$ cat config.mk
export PLATFORM = sky130hd
export DESIGN_NAME = storage_ref_address_gen
export DESIGN_NICKNAME = d
export VERILOG_FILES = /design/src/include/storage_ref_address_gen_pkg.sv /design/src/rtl/storage_ref_address_gen.sv
export VERILOG_INCLUDE_DIRS = /design/src /design/src/include
export SDC_FILE = /design/constraint.sdc
export NUM_CORES = 1
export LEC_CHECK = 0
export BUFFER_PORTS_ARGS = -buffer_cell sky130_fd_sc_hd__buf_4
export CORE_MARGIN = 2
export CORE_UTILIZATION = 50
export DETAILED_ROUTE_END_ITERATION = 8
export PLACE_DENSITY = 0.72
export SLEW_MARGIN = 20
export SYNTH_ARGS = -nofsm -noshare
export SYNTH_HDL_FRONTEND = slang
export SYNTH_SLANG_ARGS = --single-unit
export TNS_END_PERCENT = 30
$ cat constraint.sdc
create_clock -name pclk -period 6.24 [get_ports pclk]
set_clock_uncertainty 0.1 [all_clocks]
set_input_delay 0 -clock pclk [delete_from_list [all_inputs] [get_ports pclk]]
set_output_delay 0 -clock pclk [all_outputs]
set_load 0.01 [all_outputs]
$ cat src/include/storage_ref_address_gen_cfg.svh
`ifndef STORAGE_REF_ADDRESS_GEN_CFG_SVH
`define STORAGE_REF_ADDRESS_GEN_CFG_SVH

// Register byte offsets
`define OFS_CTRL 12'h000
`define OFS_INSTR 12'h004
`define OFS_PTR 12'h008
`define OFS_ACCQ 12'h00c
`define OFS_STATUS 12'h010
`define OFS_EADDR 12'h014
`define OFS_NEXTP 12'h018

// Control register fields
`define CTRL_START_BIT 0
`define CTRL_MULTI_BIT 1

// Status register fields
`define STAT_BUSY_BIT 0
`define STAT_DONE_BIT 1
`define STAT_OPND_BIT 2
`define STAT_REGREF_BIT 3

// Fixed location of the second index word
`define INDEX2_ADDR 16'h00ff

// Instruction word fields
`define OPC_MSB 15
`define OPC_LSB 12
`define REL_BIT 11
`define IND_BIT 10
`define X1_BIT 9
`define X2_BIT 8
`define DELTA_MSB 7

`endif

$ cat src/include/storage_ref_address_gen_pkg.sv
package storage_ref_address_gen_pkg;

    typedef enum logic [2:0] {
        ST_IDLE = 3'b000,
        ST_EXT = 3'b001,
        ST_IND = 3'b010,
        ST_IDX2 = 3'b011
    } ag_state_t;

    // Memory read request towards main memory
    typedef struct packed {
        logic req;
        logic [15:0] addr;
    } mem_req_t;

    typedef struct packed {
        ag_state_t st;
        mem_req_t mem;
        logic [15:0] instr;
        logic [15:0] ptr;
        logic [15:0] accq;
        logic multi;
        logic [15:0] acc;
        logic [15:0] eaddr;
        logic [15:0] nextp;
        logic busy;
        logic done;
        logic opnd;
        logic regref;
        logic pready;
        logic pslverr;
        logic [31:0] prdata;
    } ag_regs_t;

endpackage

$ cat src/rtl/storage_ref_address_gen.sv
// Local design decisions: the address map and the APB interface to the registers.
`timescale 1ns/100ps
`include "storage_ref_address_gen_cfg.svh"

// Summary of operation
// (RULE_01) Instruction is 16 bits, bit 15 MSB
// (RULE_02) Split into opcode, mode flags, delta
// (RULE_03) Index one is Q, two word 00FF
// (RULE_04) Add Q first, then the 00FF word
// (RULE_05) Index only after indirection completes
// (RULE_06) Indexing uses one's complement 16-bit add
// (RULE_07) No index flags: effective equals base
// (RULE_08) Absolute: base is unsigned delta
// (RULE_09) Constant: P+1, or word there plus index
// (RULE_10) Constant mode effective address is operand
// (RULE_11) Indirect: unsigned delta addresses pointer word
// (RULE_12) Storage: word at P+1 is pointer
// (RULE_13) Relative: P plus sign-extended delta
// (RULE_14) 16-bit relative: P+1 plus word there
// (RULE_15) Relative indirect: P+delta addresses pointer word
// (RULE_16) Multilevel: chain while bit 15 set
// (RULE_17) Single level: all 16 bits are base
// (RULE_18) Zero delta C-F: P+1+word locates pointer
// (RULE_19) Next address P+1, or P+2 with extension
// (RULE_20) Upper nibble zero means register reference
// (RULE_21) Fields: opcode 15:12, flags 11:8, delta 7:0
// (RULE_22) Each memory read waits for its data
module storage_ref_address_gen
    import storage_ref_address_gen_pkg::*;
(
    // Clock and reset
    input wire logic pclk,
    input wire logic presetn,
    // APB slave
    input wire logic psel,
    input wire logic penable,
    input wire logic pwrite,
    input wire logic [11:0] paddr,
    input wire logic [31:0] pwdata,
    output logic [31:0] prdata,
    output logic pready,
    output logic pslverr,
    // Main memory read port
    output logic mem_req,
    output logic [15:0] mem_addr,
    input wire logic mem_ack,
    input wire logic [15:0] mem_rdata,
    // Result
    output logic [15:0] eff_addr,
    output logic [15:0] next_addr,
    output logic done
);

    ag_regs_t s_r;
    ag_regs_t s_nxt;

    // End-around carry gives one's complement sum; -0 results pass as computed
    function automatic logic [15:0] oc_add(input logic [15:0] a, input logic [15:0] b);
        logic [16:0] sum;
        sum = {1'b0, a} + {1'b0, b};
        oc_add = sum[15:0] + {15'h0000, sum[16]};
    endfunction

    // Decoded fields of the held instruction
    logic [3:0] opc;
    logic rel_f;
    logic ind_f;
    logic x1_f;
    logic x2_f;
    logic [7:0] delta;
    logic [15:0] delta_sx;
    logic [15:0] p_plus1;
    logic [15:0] p_rel;
    logic wr_acc;
    logic rd_setup;

    // Field split of the instruction word
    assign opc = s_r.instr[`OPC_MSB:`OPC_LSB]; // RULE_21
    assign rel_f = s_r.instr[`REL_BIT]; // RULE_02
    assign ind_f = s_r.instr[`IND_BIT];
    assign x1_f = s_r.instr[`X1_BIT];
    assign x2_f = s_r.instr[`X2_BIT];
    assign delta = s_r.instr[`DELTA_MSB:0];
    assign delta_sx = {{8{delta[`DELTA_MSB]}}, delta}; // RULE_13
    assign p_plus1 = s_r.ptr + 16'h0001;
    assign p_rel = s_r.ptr + delta_sx;

    // Bus phases
    assign wr_acc = psel & penable & pwrite & s_r.pready;
    assign rd_setup = psel & ~penable & ~s_r.pready;

    // Sequence map of the address former
    //
    // ST_IDLE
    //   Waits for a start with busy set
    //   Decodes the held word once per start
    //   Upper nibble zero: register reference, no address
    //   Register reference: next is P+1, done at once
    //   Zero delta: second word always consumed
    //   Zero delta: next is P+2 in every mode
    //   Nonzero delta: next is P+1 in every mode
    //   Mode 0, zero delta: P+1 is the result
    //   Mode 0, zero delta: no memory read at all
    //   Other zero-delta modes: read P+1 first
    //   Nonzero delta, no indirect flag: base known now
    //   Nonzero delta, indirect flag: pointer read first
    //
    // ST_EXT
    //   Second word at P+1 is in flight
    //   Request and address stand until acknowledge
    //   Modes 0-3: fetched word plus index values
    //   Modes 0-3: result flagged as the operand
    //   Modes 4-7: fetched word is a pointer
    //   Modes 8-B: P+1 plus fetched word is base
    //   Modes C-F: P+1 plus fetched word is a pointer
    //   Pointer modes go on to ST_IND
    //   Direct modes go on to ST_IDX2
    //
    // ST_IND
    //   Pointer word is in flight
    //   Multilevel with bit 15 set: read again
    //   Chained read keeps the request raised
    //   Chained read changes only the address
    //   Single level: all 16 bits become base
    //   Base formed: index one may now apply
    //   Index one never touches a mid-chain pointer
    //
    // ST_IDX2
    //   No index two: base plus index one is result
    //   Index two: fixed word read on every use
    //   Fixed word is never kept between starts
    //   Software may change it between instructions
    //   Result, done and idle busy land together
    //
    // Per mode, nonzero delta
    //   0: delta as unsigned base
    //   1: delta plus fixed word
    //   2: delta plus index one
    //   3: delta plus index one, then fixed word
    //   4: word at delta
    //   5: word at delta plus fixed word
    //   6: word at delta plus index one
    //   7: word at delta plus both indexes
    //   8: P plus signed delta
    //   9: P plus signed delta plus fixed word
    //   A: P plus signed delta plus index one
    //   B: P plus signed delta plus both indexes
    //   C: word at P plus signed delta
    //   D: that word plus fixed word
    //   E: that word plus index one
    //   F: that word plus both indexes
    //
    // Per mode, zero delta
    //   0: P+1 itself, taken as operand
    //   1: word at P+1 plus fixed word
    //   2: word at P+1 plus index one
    //   3: word at P+1 plus both indexes
    //   4: word addressed by word at P+1
    //   5: as 4, plus fixed word
    //   6: as 4, plus index one
    //   7: as 4, plus both indexes
    //   8: P+1 plus word at P+1
    //   9: as 8, plus fixed word
    //   A: as 8, plus index one
    //   B: as 8, plus both indexes
    //   C: word addressed by P+1 plus word at P+1
    //   D: as C, plus fixed word
    //   E: as C, plus index one
    //   F: as C, plus both indexes
    //
    // Arithmetic
    //   Pointer sums wrap as plain binary
    //   Index sums use end-around carry
    //   Index values carry their sign in bit 15
    //   Minus zero results are not folded
    //   Folding would cost an extra adder stage
    //
    // Memory port
    //   One read at a time, never overlapped
    //   Address stands until the read is acknowledged
    //   Acknowledge without request is ignored
    //   Data is only looked at with acknowledge
    //   Zero-wait memory answers the next cycle
    //   Slow memory simply stretches each state
    //
    // Limitations
    //   A pointer loop in multilevel mode never ends
    //   Only a reset breaks such a loop
    //   Operand registers freeze while busy
    //   Writes while busy still get a ready
    //   Start while busy is dropped silently
    //
    // Timing
    //   No-read modes: done two edges after start, one for zero-delta mode 0 and register reference
    //   Each read adds its latency plus one edge
    //   Index two adds one read and no further edge
    //   Done stays high until the next start
    //   Result registers hold until then as well
    //
    // Bus side
    //   Ready always follows setup by one cycle
    //   Read data stands only in the access cycle
    //   Unmapped offsets answer with an error
    //   Control start bit reads back as zero
    //   Status is read-only; writes are ignored

    always_comb begin
        s_nxt = s_r;
        // Ready is pulsed one cycle after setup, so every access has one wait-free access cycle
        s_nxt.pready = rd_setup;
        s_nxt.pslverr = 1'b0;
        s_nxt.prdata = 32'h0000_0000;
        if (rd_setup) begin
            case (paddr)
                `OFS_CTRL: s_nxt.prdata = {30'h0, s_r.multi, 1'b0};
                `OFS_INSTR: s_nxt.prdata = {16'h0000, s_r.instr};
                `OFS_PTR: s_nxt.prdata = {16'h0000, s_r.ptr};
                `OFS_ACCQ: s_nxt.prdata = {16'h0000, s_r.accq};
                `OFS_STATUS: s_nxt.prdata = {28'h0, s_r.regref, s_r.opnd, s_r.done, s_r.busy};
                `OFS_EADDR: s_nxt.prdata = {16'h0000, s_r.eaddr};
                `OFS_NEXTP: s_nxt.prdata = {16'h0000, s_r.nextp};
                default: s_nxt.pslverr = 1'b1;
            endcase
        end
        // Writes land at the completing edge; operands are frozen while busy
        if (wr_acc && !s_r.busy) begin
            case (paddr)
                `OFS_INSTR: s_nxt.instr = pwdata[15:0]; // RULE_01
                `OFS_PTR: s_nxt.ptr = pwdata[15:0];
                `OFS_ACCQ: s_nxt.accq = pwdata[15:0];
                default: ;
            endcase
        end
        if (wr_acc && !s_r.busy && paddr == `OFS_CTRL) begin
            s_nxt.multi = pwdata[`CTRL_MULTI_BIT];
            if (pwdata[`CTRL_START_BIT]) begin
                s_nxt.busy = 1'b1;
                s_nxt.done = 1'b0;
                s_nxt.opnd = 1'b0;
                s_nxt.regref = 1'b0;
                s_nxt.st = ST_IDLE;
            end
        end

        // Address formation sequence
        case (s_r.st)
            ST_IDLE: begin
                if (s_r.busy && !s_r.done) begin
                    if (opc == 4'h0) begin
                        // Not a storage reference; no address is formed
                        s_nxt.regref = 1'b1; // RULE_20
                        s_nxt.nextp = p_plus1;
                        s_nxt.done = 1'b1;
                        s_nxt.busy = 1'b0;
                    end else if (delta == 8'h00) begin
                        // Second word needed for every zero-delta mode
                        s_nxt.nextp = s_r.ptr + 16'h0002; // RULE_19
                        if (!rel_f && !ind_f && !x1_f && !x2_f) begin
                            s_nxt.eaddr = p_plus1; // RULE_09
                            s_nxt.opnd = 1'b1; // RULE_10
                            s_nxt.done = 1'b1;
                            s_nxt.busy = 1'b0;
                        end else begin
                            s_nxt.mem.req = 1'b1;
                            s_nxt.mem.addr = p_plus1;
                            s_nxt.st = ST_EXT;
                        end
                    end else begin
                        s_nxt.nextp = p_plus1; // RULE_19
                        case ({rel_f, ind_f})
                            2'b00: s_nxt.acc = {8'h00, delta}; // RULE_08
                            2'b01: s_nxt.mem.addr = {8'h00, delta}; // RULE_11
                            2'b10: s_nxt.acc = p_rel; // RULE_13
                            default: s_nxt.mem.addr = p_rel; // RULE_15
                        endcase
                        if (ind_f) begin
                            s_nxt.mem.req = 1'b1;
                            s_nxt.st = ST_IND;
                        end else begin
                            s_nxt.acc = {rel_f ? p_rel : {8'h00, delta}};
                            s_nxt.st = ST_IDX2;
                            // Apply index one now; index two is handled in ST_IDX2
                            if (x1_f) begin
                                s_nxt.acc = oc_add(rel_f ? p_rel : {8'h00, delta}, s_r.accq); // RULE_04
                            end
                        end
                    end
                end
            end
            ST_EXT: begin
                // Hold request until memory answers
                if (mem_ack) begin // RULE_22
                    s_nxt.mem.req = 1'b0;
                    case ({rel_f, ind_f})
                        2'b00: begin
                            s_nxt.opnd = 1'b1; // RULE_10
                            s_nxt.acc = x1_f ? oc_add(mem_rdata, s_r.accq) : mem_rdata; // RULE_09
                            s_nxt.st = ST_IDX2;
                        end
                        2'b01: begin
                            s_nxt.mem.req = 1'b1;
                            s_nxt.mem.addr = mem_rdata; // RULE_12
                            s_nxt.st = ST_IND;
                        end
                        2'b10: begin
                            s_nxt.acc = x1_f ? oc_add(p_plus1 + mem_rdata, s_r.accq)
                                             : p_plus1 + mem_rdata; // RULE_14
                            s_nxt.st = ST_IDX2;
                        end
                        default: begin
                            s_nxt.mem.req = 1'b1;
                            s_nxt.mem.addr = p_plus1 + mem_rdata; // RULE_18
                            s_nxt.st = ST_IND;
                        end
                    endcase
                end
            end
            ST_IND: begin
                if (mem_ack) begin // RULE_22
                    if (s_r.multi && mem_rdata[15]) begin
                        // Chain: another pointer, fetched as a separate read
                        s_nxt.mem.addr = mem_rdata; // RULE_16
                    end else begin
                        s_nxt.mem.req = 1'b0;
                        // Base formed; index one applies only now
                        s_nxt.acc = x1_f ? oc_add(mem_rdata, s_r.accq) : mem_rdata; // RULE_05 RULE_17
                        s_nxt.st = ST_IDX2;
                    end
                end
            end
            ST_IDX2: begin
                if (!x2_f) begin
                    s_nxt.eaddr = s_r.acc; // RULE_07
                    s_nxt.done = 1'b1;
                    s_nxt.busy = 1'b0;
                    s_nxt.st = ST_IDLE;
                end else if (!s_r.mem.req) begin
                    // Fixed word is fetched on every use, never cached
                    s_nxt.mem.req = 1'b1;
                    s_nxt.mem.addr = `INDEX2_ADDR; // RULE_03
                end else if (mem_ack) begin
                    s_nxt.mem.req = 1'b0;
                    s_nxt.eaddr = oc_add(s_r.acc, mem_rdata); // RULE_04 RULE_06
                    s_nxt.done = 1'b1;
                    s_nxt.busy = 1'b0;
                    s_nxt.st = ST_IDLE;
                end
            end
            default: begin
                s_nxt.st = ST_IDLE;
                s_nxt.mem.req = 1'b0;
                s_nxt.busy = 1'b0;
            end
        endcase
    end

    // Whole state in one register bank
    always_ff @(posedge pclk or negedge presetn) begin
        if (!presetn) begin
            s_r <= '0;
        end else begin
            s_r <= s_nxt;
        end
    end

    // Outputs straight from flops
    assign prdata = s_r.prdata;
    assign pready = s_r.pready;
    assign pslverr = s_r.pslverr;
    assign mem_req = s_r.mem.req;
    assign mem_addr = s_r.mem.addr;
    assign eff_addr = s_r.eaddr;
    assign next_addr = s_r.nextp;
    assign done = s_r.done;

endmodule

* Yosys cells after proc, flatten, opt, wreduce, memory -nomap -nowiden
Cells that the tools add are included.
** Word-level totals
- Register bits after elaboration :: 155
- Output and inout port bits :: 84
- Word-level logic and storage cells :: 161
** Cells by class
- $add $sub $neg :: 12
- Eq/ne operators :: 30
- Mux-type cells :: 63
- Bitwise gates (word level) :: 7
- Reductions and logical operators :: 32
** Operator list (count)
- 16-bit 2-to-1 mux :: 17
- 16-bit case mux with 2 select lines :: 4
- 20-bit 2-to-1 mux :: 6
- 16-bit case mux with 7 select lines :: 1
- 16-bit by 16-bit adder with 17-bit output :: 4
- 16-bit by 1-bit adder with 16-bit output :: 4
- 16-bit case mux with 4 select lines :: 1
- 52-bit 2-to-1 mux :: 1
- 16-bit case mux with 3 select lines :: 1
- 12-bit by 5-bit equality test with 1-bit output (second input constant) :: 3
- 17-bit case mux with 2 select lines :: 1
- 33-bit 2-to-1 mux :: 1
- 16-bit adder :: 2
- 32-bit 2-to-1 mux :: 1
- 12-bit by 4-bit equality test with 1-bit output (second input constant) :: 2
- 2-bit != test (second input constant) :: 12
- 18-bit 2-to-1 mux :: 1
- 3-bit 2-to-1 mux :: 6
- 17-bit 2-to-1 mux :: 1
- 16-bit by 1-bit adder with 16-bit output (second input constant) :: 1
- 16-bit by 2-bit adder with 16-bit output (second input constant) :: 1
- 4-bit 2-to-1 mux :: 4
- 4-bit case mux with 4 select lines :: 1
- 3-bit != test (second input constant) :: 5
- other kinds (30) :: 63

* Depth between registers and ports, before layout
- Depth after elaboration :: 11
- Gate-level depth with buffers :: 31
- Mapped depth without buffers :: 31

* Least setup slack after synthesis
OpenSTA, ideal clock, no wires.
- Path kind :: reg-to-reg
- From :: register s_r[104] in the netlist's numbering
- To :: register s_r[85] in the netlist's numbering
- Setup time :: 0.132 ns
- Arrival time :: 5.607 ns
- Data required time :: 6.008 ns
- Slack :: 0.401 ns
- Stages on the path, launching flop included :: 27
- Path buffers :: 1
- Clock period less this slack :: 5.839 ns
- Path through :: dfrtp_1 ha_1 nand2_1 xor2_1 inv_1 ha_1 and3_1 a221o_1 or2_2 xor2_1 ha_1 clkbuf_1 o211ai_1 a21oi_1 o21ai_0 o21ai_0 a21o_1 a21o_1 ha_1 nand3_1 nor4_1 nand4_1 or4_4 nor4b_2 xnor3_1 o21ai_1 o22ai_1
** On the way
- Cells in the longest elaborated chain, start to end :: 10
- Elaborated cells on any way between the ends :: 18
- Classes of those cells :: add/sub (7); mux (11)
** Ends and longest elaborated chain
- from (decl) :: line storage_ref_address_gen.sv:54 : ag_regs_t s_r;
- from (signal assigned) :: line storage_ref_address_gen.sv:362 : s_r <= s_nxt;
- branches (longest 9 deep; another with 16-bit by 16-bit adder with 17-bit output)
- 16-bit case mux with 3 select lines * :: line storage_ref_address_gen.sv:246 : case (s_r.st)
Mark *: on every way between the ends. The select of a mux whose other input is x is not followed.
A chain may end at the register's enable or synchronous reset.

* Worst setup path after layout
- From :: register s_r[103] in the netlist's numbering
- To :: register s_r[84] in the netlist's numbering
The elaborated chain is that of the path after synthesis.

==> metrics.txt <==
Worst-Margin Slew 1.22 ns; Routed WL 53500 µm; remaining global-route overflow 0; Final ANT Viol Nets 0; Setup-failing EPs final 0; vias 14460; DR DRC count 0; clock latency on the worst-skew pair 0.44 ns; Synth Area in Compound Gates 23.3%; layout cells sized above 1 18.7%; CTS tree yes; XOR/XNOR Fraction of Synth Area 9.03%; die area 29800 µm²; largest family of logic cells by synthesized area compound AO/OA/AOI/OAI gates; critical path class flip-flop to flip-flop; R2R Setup Slk 0.26 ns; Top Layer Used met5; vias in the first global route 13593; root buf cell clkbuf_16; initial antenna violation count 1; Via density 6.44; final core occ 59.7%; CTS Buffer Depth 2; setup TNS 0 ns; placed cell area 15400 µm²; post-synth cell types 93; number of flops mapped to enable cells by yosys 0; die width 173 µm; Mapped Cells 1731; final worst-path cycle share 95.8%; critical path data arrival time 6.20 ns; sequential area share after synthesis 24.5%; WL met2 23400 µm; Vert. Die Dim 173 µm; Area contributors post-synth dfrtp_1 (24%), ha_1 (9.7%), xnor2_1 (5.5%), mux2_2 (4.6%), nand2_1 (4.4%); Synth Area in Adders 10.5%; Design Power 2.42 mW; Port-buffer cells 117; count of final max-slew check failures 0; CP max stage cell fa_1; Pwr Density 146 nW/µm²; Synth Area per Inst 8.22 µm²; TritonRoute pass-1 iters 8; Final nets 2037; clk slew on worst S/H paths 0.07 ns; top_reg_cell synth dfrtp_1; Worst Path Max Fanout 9; largest net degree at the start of global routing 78; # IOs 150; routed wl met3 6270 µm; Worst slew margin 18.1%; core area 27900 µm²; top-count cell post-synth nand2_1; Crit path buffers/inverters 3; Seq cells post-synth 139; Post-Layout Inst Area 16600 µm²; area leader, netlist dfrtp_1; post-synthesis mux area share 6.39%; YS warnings 0; Max VDD drop 0.000188 V; Worst EP required 6.46 ns; total CTS buffers 17; Lkg Pwr 7.41 nW; H-Tree Depth 4; Antenna diodes 0; first-pass GRT wire length 81000 µm; Largest stage delay, worst path 0.41 ns; post-route worst setup slack 0.262 ns; Layout area overhead 17.0%; worst hold path type input pin to flip-flop; Final Hold Fails 0; Post-Synth Simple-Gate Area 18.9%; status finished, final reports clean; Global Route Usage Sum 35.2%; fmax 167 MHz; DRT iter0 DRCs 1972; Syn Std Cell Area 14200 µm²; Starting Density 51.1%; Critical Path Sink Type flip-flop; Rows 61; met1 WL 21300 µm; Max-Cap Viols 0; Setup crit start kind flip-flop; final RePlAce weighted congestion 1.01; DP Worst Slack -0.124 ns; Avg WL per Cell 23.8 µm; Post-DP HPWL 41400 µm; Tmin final 5.98 ns; Crit path max-delay family compound AO/OA/AOI/OAI gates; critical path's most frequent cell o21ai_0; post-synth top area share 24.5%; Post-synth ARST share 100%; clk sinks 139; Commonest cells post-synth nand2_1 (167), nor2_1 (148), dfrtp_1 (139), a21oi_1 (114), ha_1 (110)
-- path summary, 6_finish.rpt --
| kind | cells after the start | start | endpoint |
|---|---|---|---|
| worst max-delay path | 31 | s_r[103]$_DFFE_PN0P_ | s_r[84]$_DFFE_PN0P_ |
| worst min-delay path | 3 | mem_rdata[1] | mem_addr[1]$_DFFE_PN0P_ |
| worst max register to register | 31 | s_r[103]$_DFFE_PN0P_ | s_r[84]$_DFFE_PN0P_ |
| worst min register to register | 2 | s_r[34]$_DFF_PN0_ | s_r[34]$_DFF_PN0_ |
| max in group asynchronous | 3 | presetn | s_r[82]$_DFFE_PN0P_ |
| min in group asynchronous | 2 | presetn | prdata[12]$_DFF_PN0_ |
-- worst register-to-register path: cells and delay by family, from the launching register on --
kind	cells	cell delay, ns
xor gates and xnor gates	2	0.40
AOI/OAI and AO/OA	10	1.61
buffers and inverters	3	0.35
adders and majority gates	5	1.42
DFF	1	0.40
and+or+nand+nor	11	1.59
-- final cells by class --
type | count | area (µm²)
clock buffer | 18 | 439
inverter | 45 | 169
fill | 2491 | 11200
multi-input combinational | 1410 | 9980
clock inverter | 14 | 178
tap | 378 | 473
timing repair buffer | 242 | 1920
sequential | 139 | 3480
-- metrics by stage --
stage / instances / hold WS (ns)
2_1_floorplan: 1747 / -0.396
3_3_place_gp: 2172 / -0.0333
5_1_grt: 2246 / 0.0341
3_5_place_dp: 2172 / -0.0322
6_report: 2246 / 0.0290
4_1_cts: 2243 / 0.0116
-- timing repair --
action,CTS,global route
setup endpoints to repair,2,14
pin swaps,0,8
hold endpoints to repair,147,0
setup buffers,0,3
resized for setup,2,37
hold buffers,39,0
-- layout by cell type, fill, tap and decap left out, types with 8 or more instances in the layout --
master         netlist  layout
buf_4               80     201
nand2_1            167     167
nor2_1             148     148
dfrtp_1            139     138
a21oi_1            114     114
ha_1               110     105
xnor2_1             89      82
o21ai_0             83      78
mux2_2              58      57
xor2_1              55      51
inv_1               44      44
a31oi_1             42      42
nand3_1             39      39
dlygate4sd3_1        0      39
nor3_1              38      36
a21o_1              35      35
a22oi_1             31      31
a211oi_1            27      25
and3_1              24      24
nand4_1             22      22
mux2i_1             21      21
nor2b_1             19      19
conb_1               1      17
clkbuf_16            0      17
nand2b_1            16      16
a221oi_1            17      15
and2_1              16      15
o21a_1              15      14
o21ai_1             10      13
o211ai_1            11      11
or3_1               11      11
o21bai_1            11      11
o22ai_1             10      10
nor4_1              13       9
nor3b_1             10       9
a222oi_1             8       8
o31ai_1              9       8
-- logic make-up (layout without fill, tap and decap cells) --
logic type,Yosys count,after routing
and+or+nand+nor,557,557
DFF,139,139
buffers and inverters,198,319
adders and majority gates,116,116
xor gates and xnor gates,145,145
AOI/OAI and AO/OA,494,494
other,1,17
muxes,81,81
-- sequential cells by signal (all words and copies together) (netlist names) --
register and cells:
delta 8, done 1, eff_addr 16, ind_f 1
mem_addr 16, mem_req 1, next_addr 16, opc 4
prdata 16, pready 1, pslverr 1, rel_f 1
s_r 57
-- layer usage --
layer	track usage (%)	vias up
li1	-	6526
met1	47.6	6886
met2	55.0	886
met3	8.03	160
met4	13.2	2
met5	0	-
-- report_power, final --
| part | switching, mW | internal, mW | total [mW] |
|---|---|---|---|
| combinational | 0.220 | 0.164 | 0.385 |
| clock | 0.460 | 0.618 | 1.08 |
| sequential | 0.0318 | 0.930 | 0.962 |
| total | 0.712 | 1.71 | 2.42 |
(Power assumes the default switching activity.)
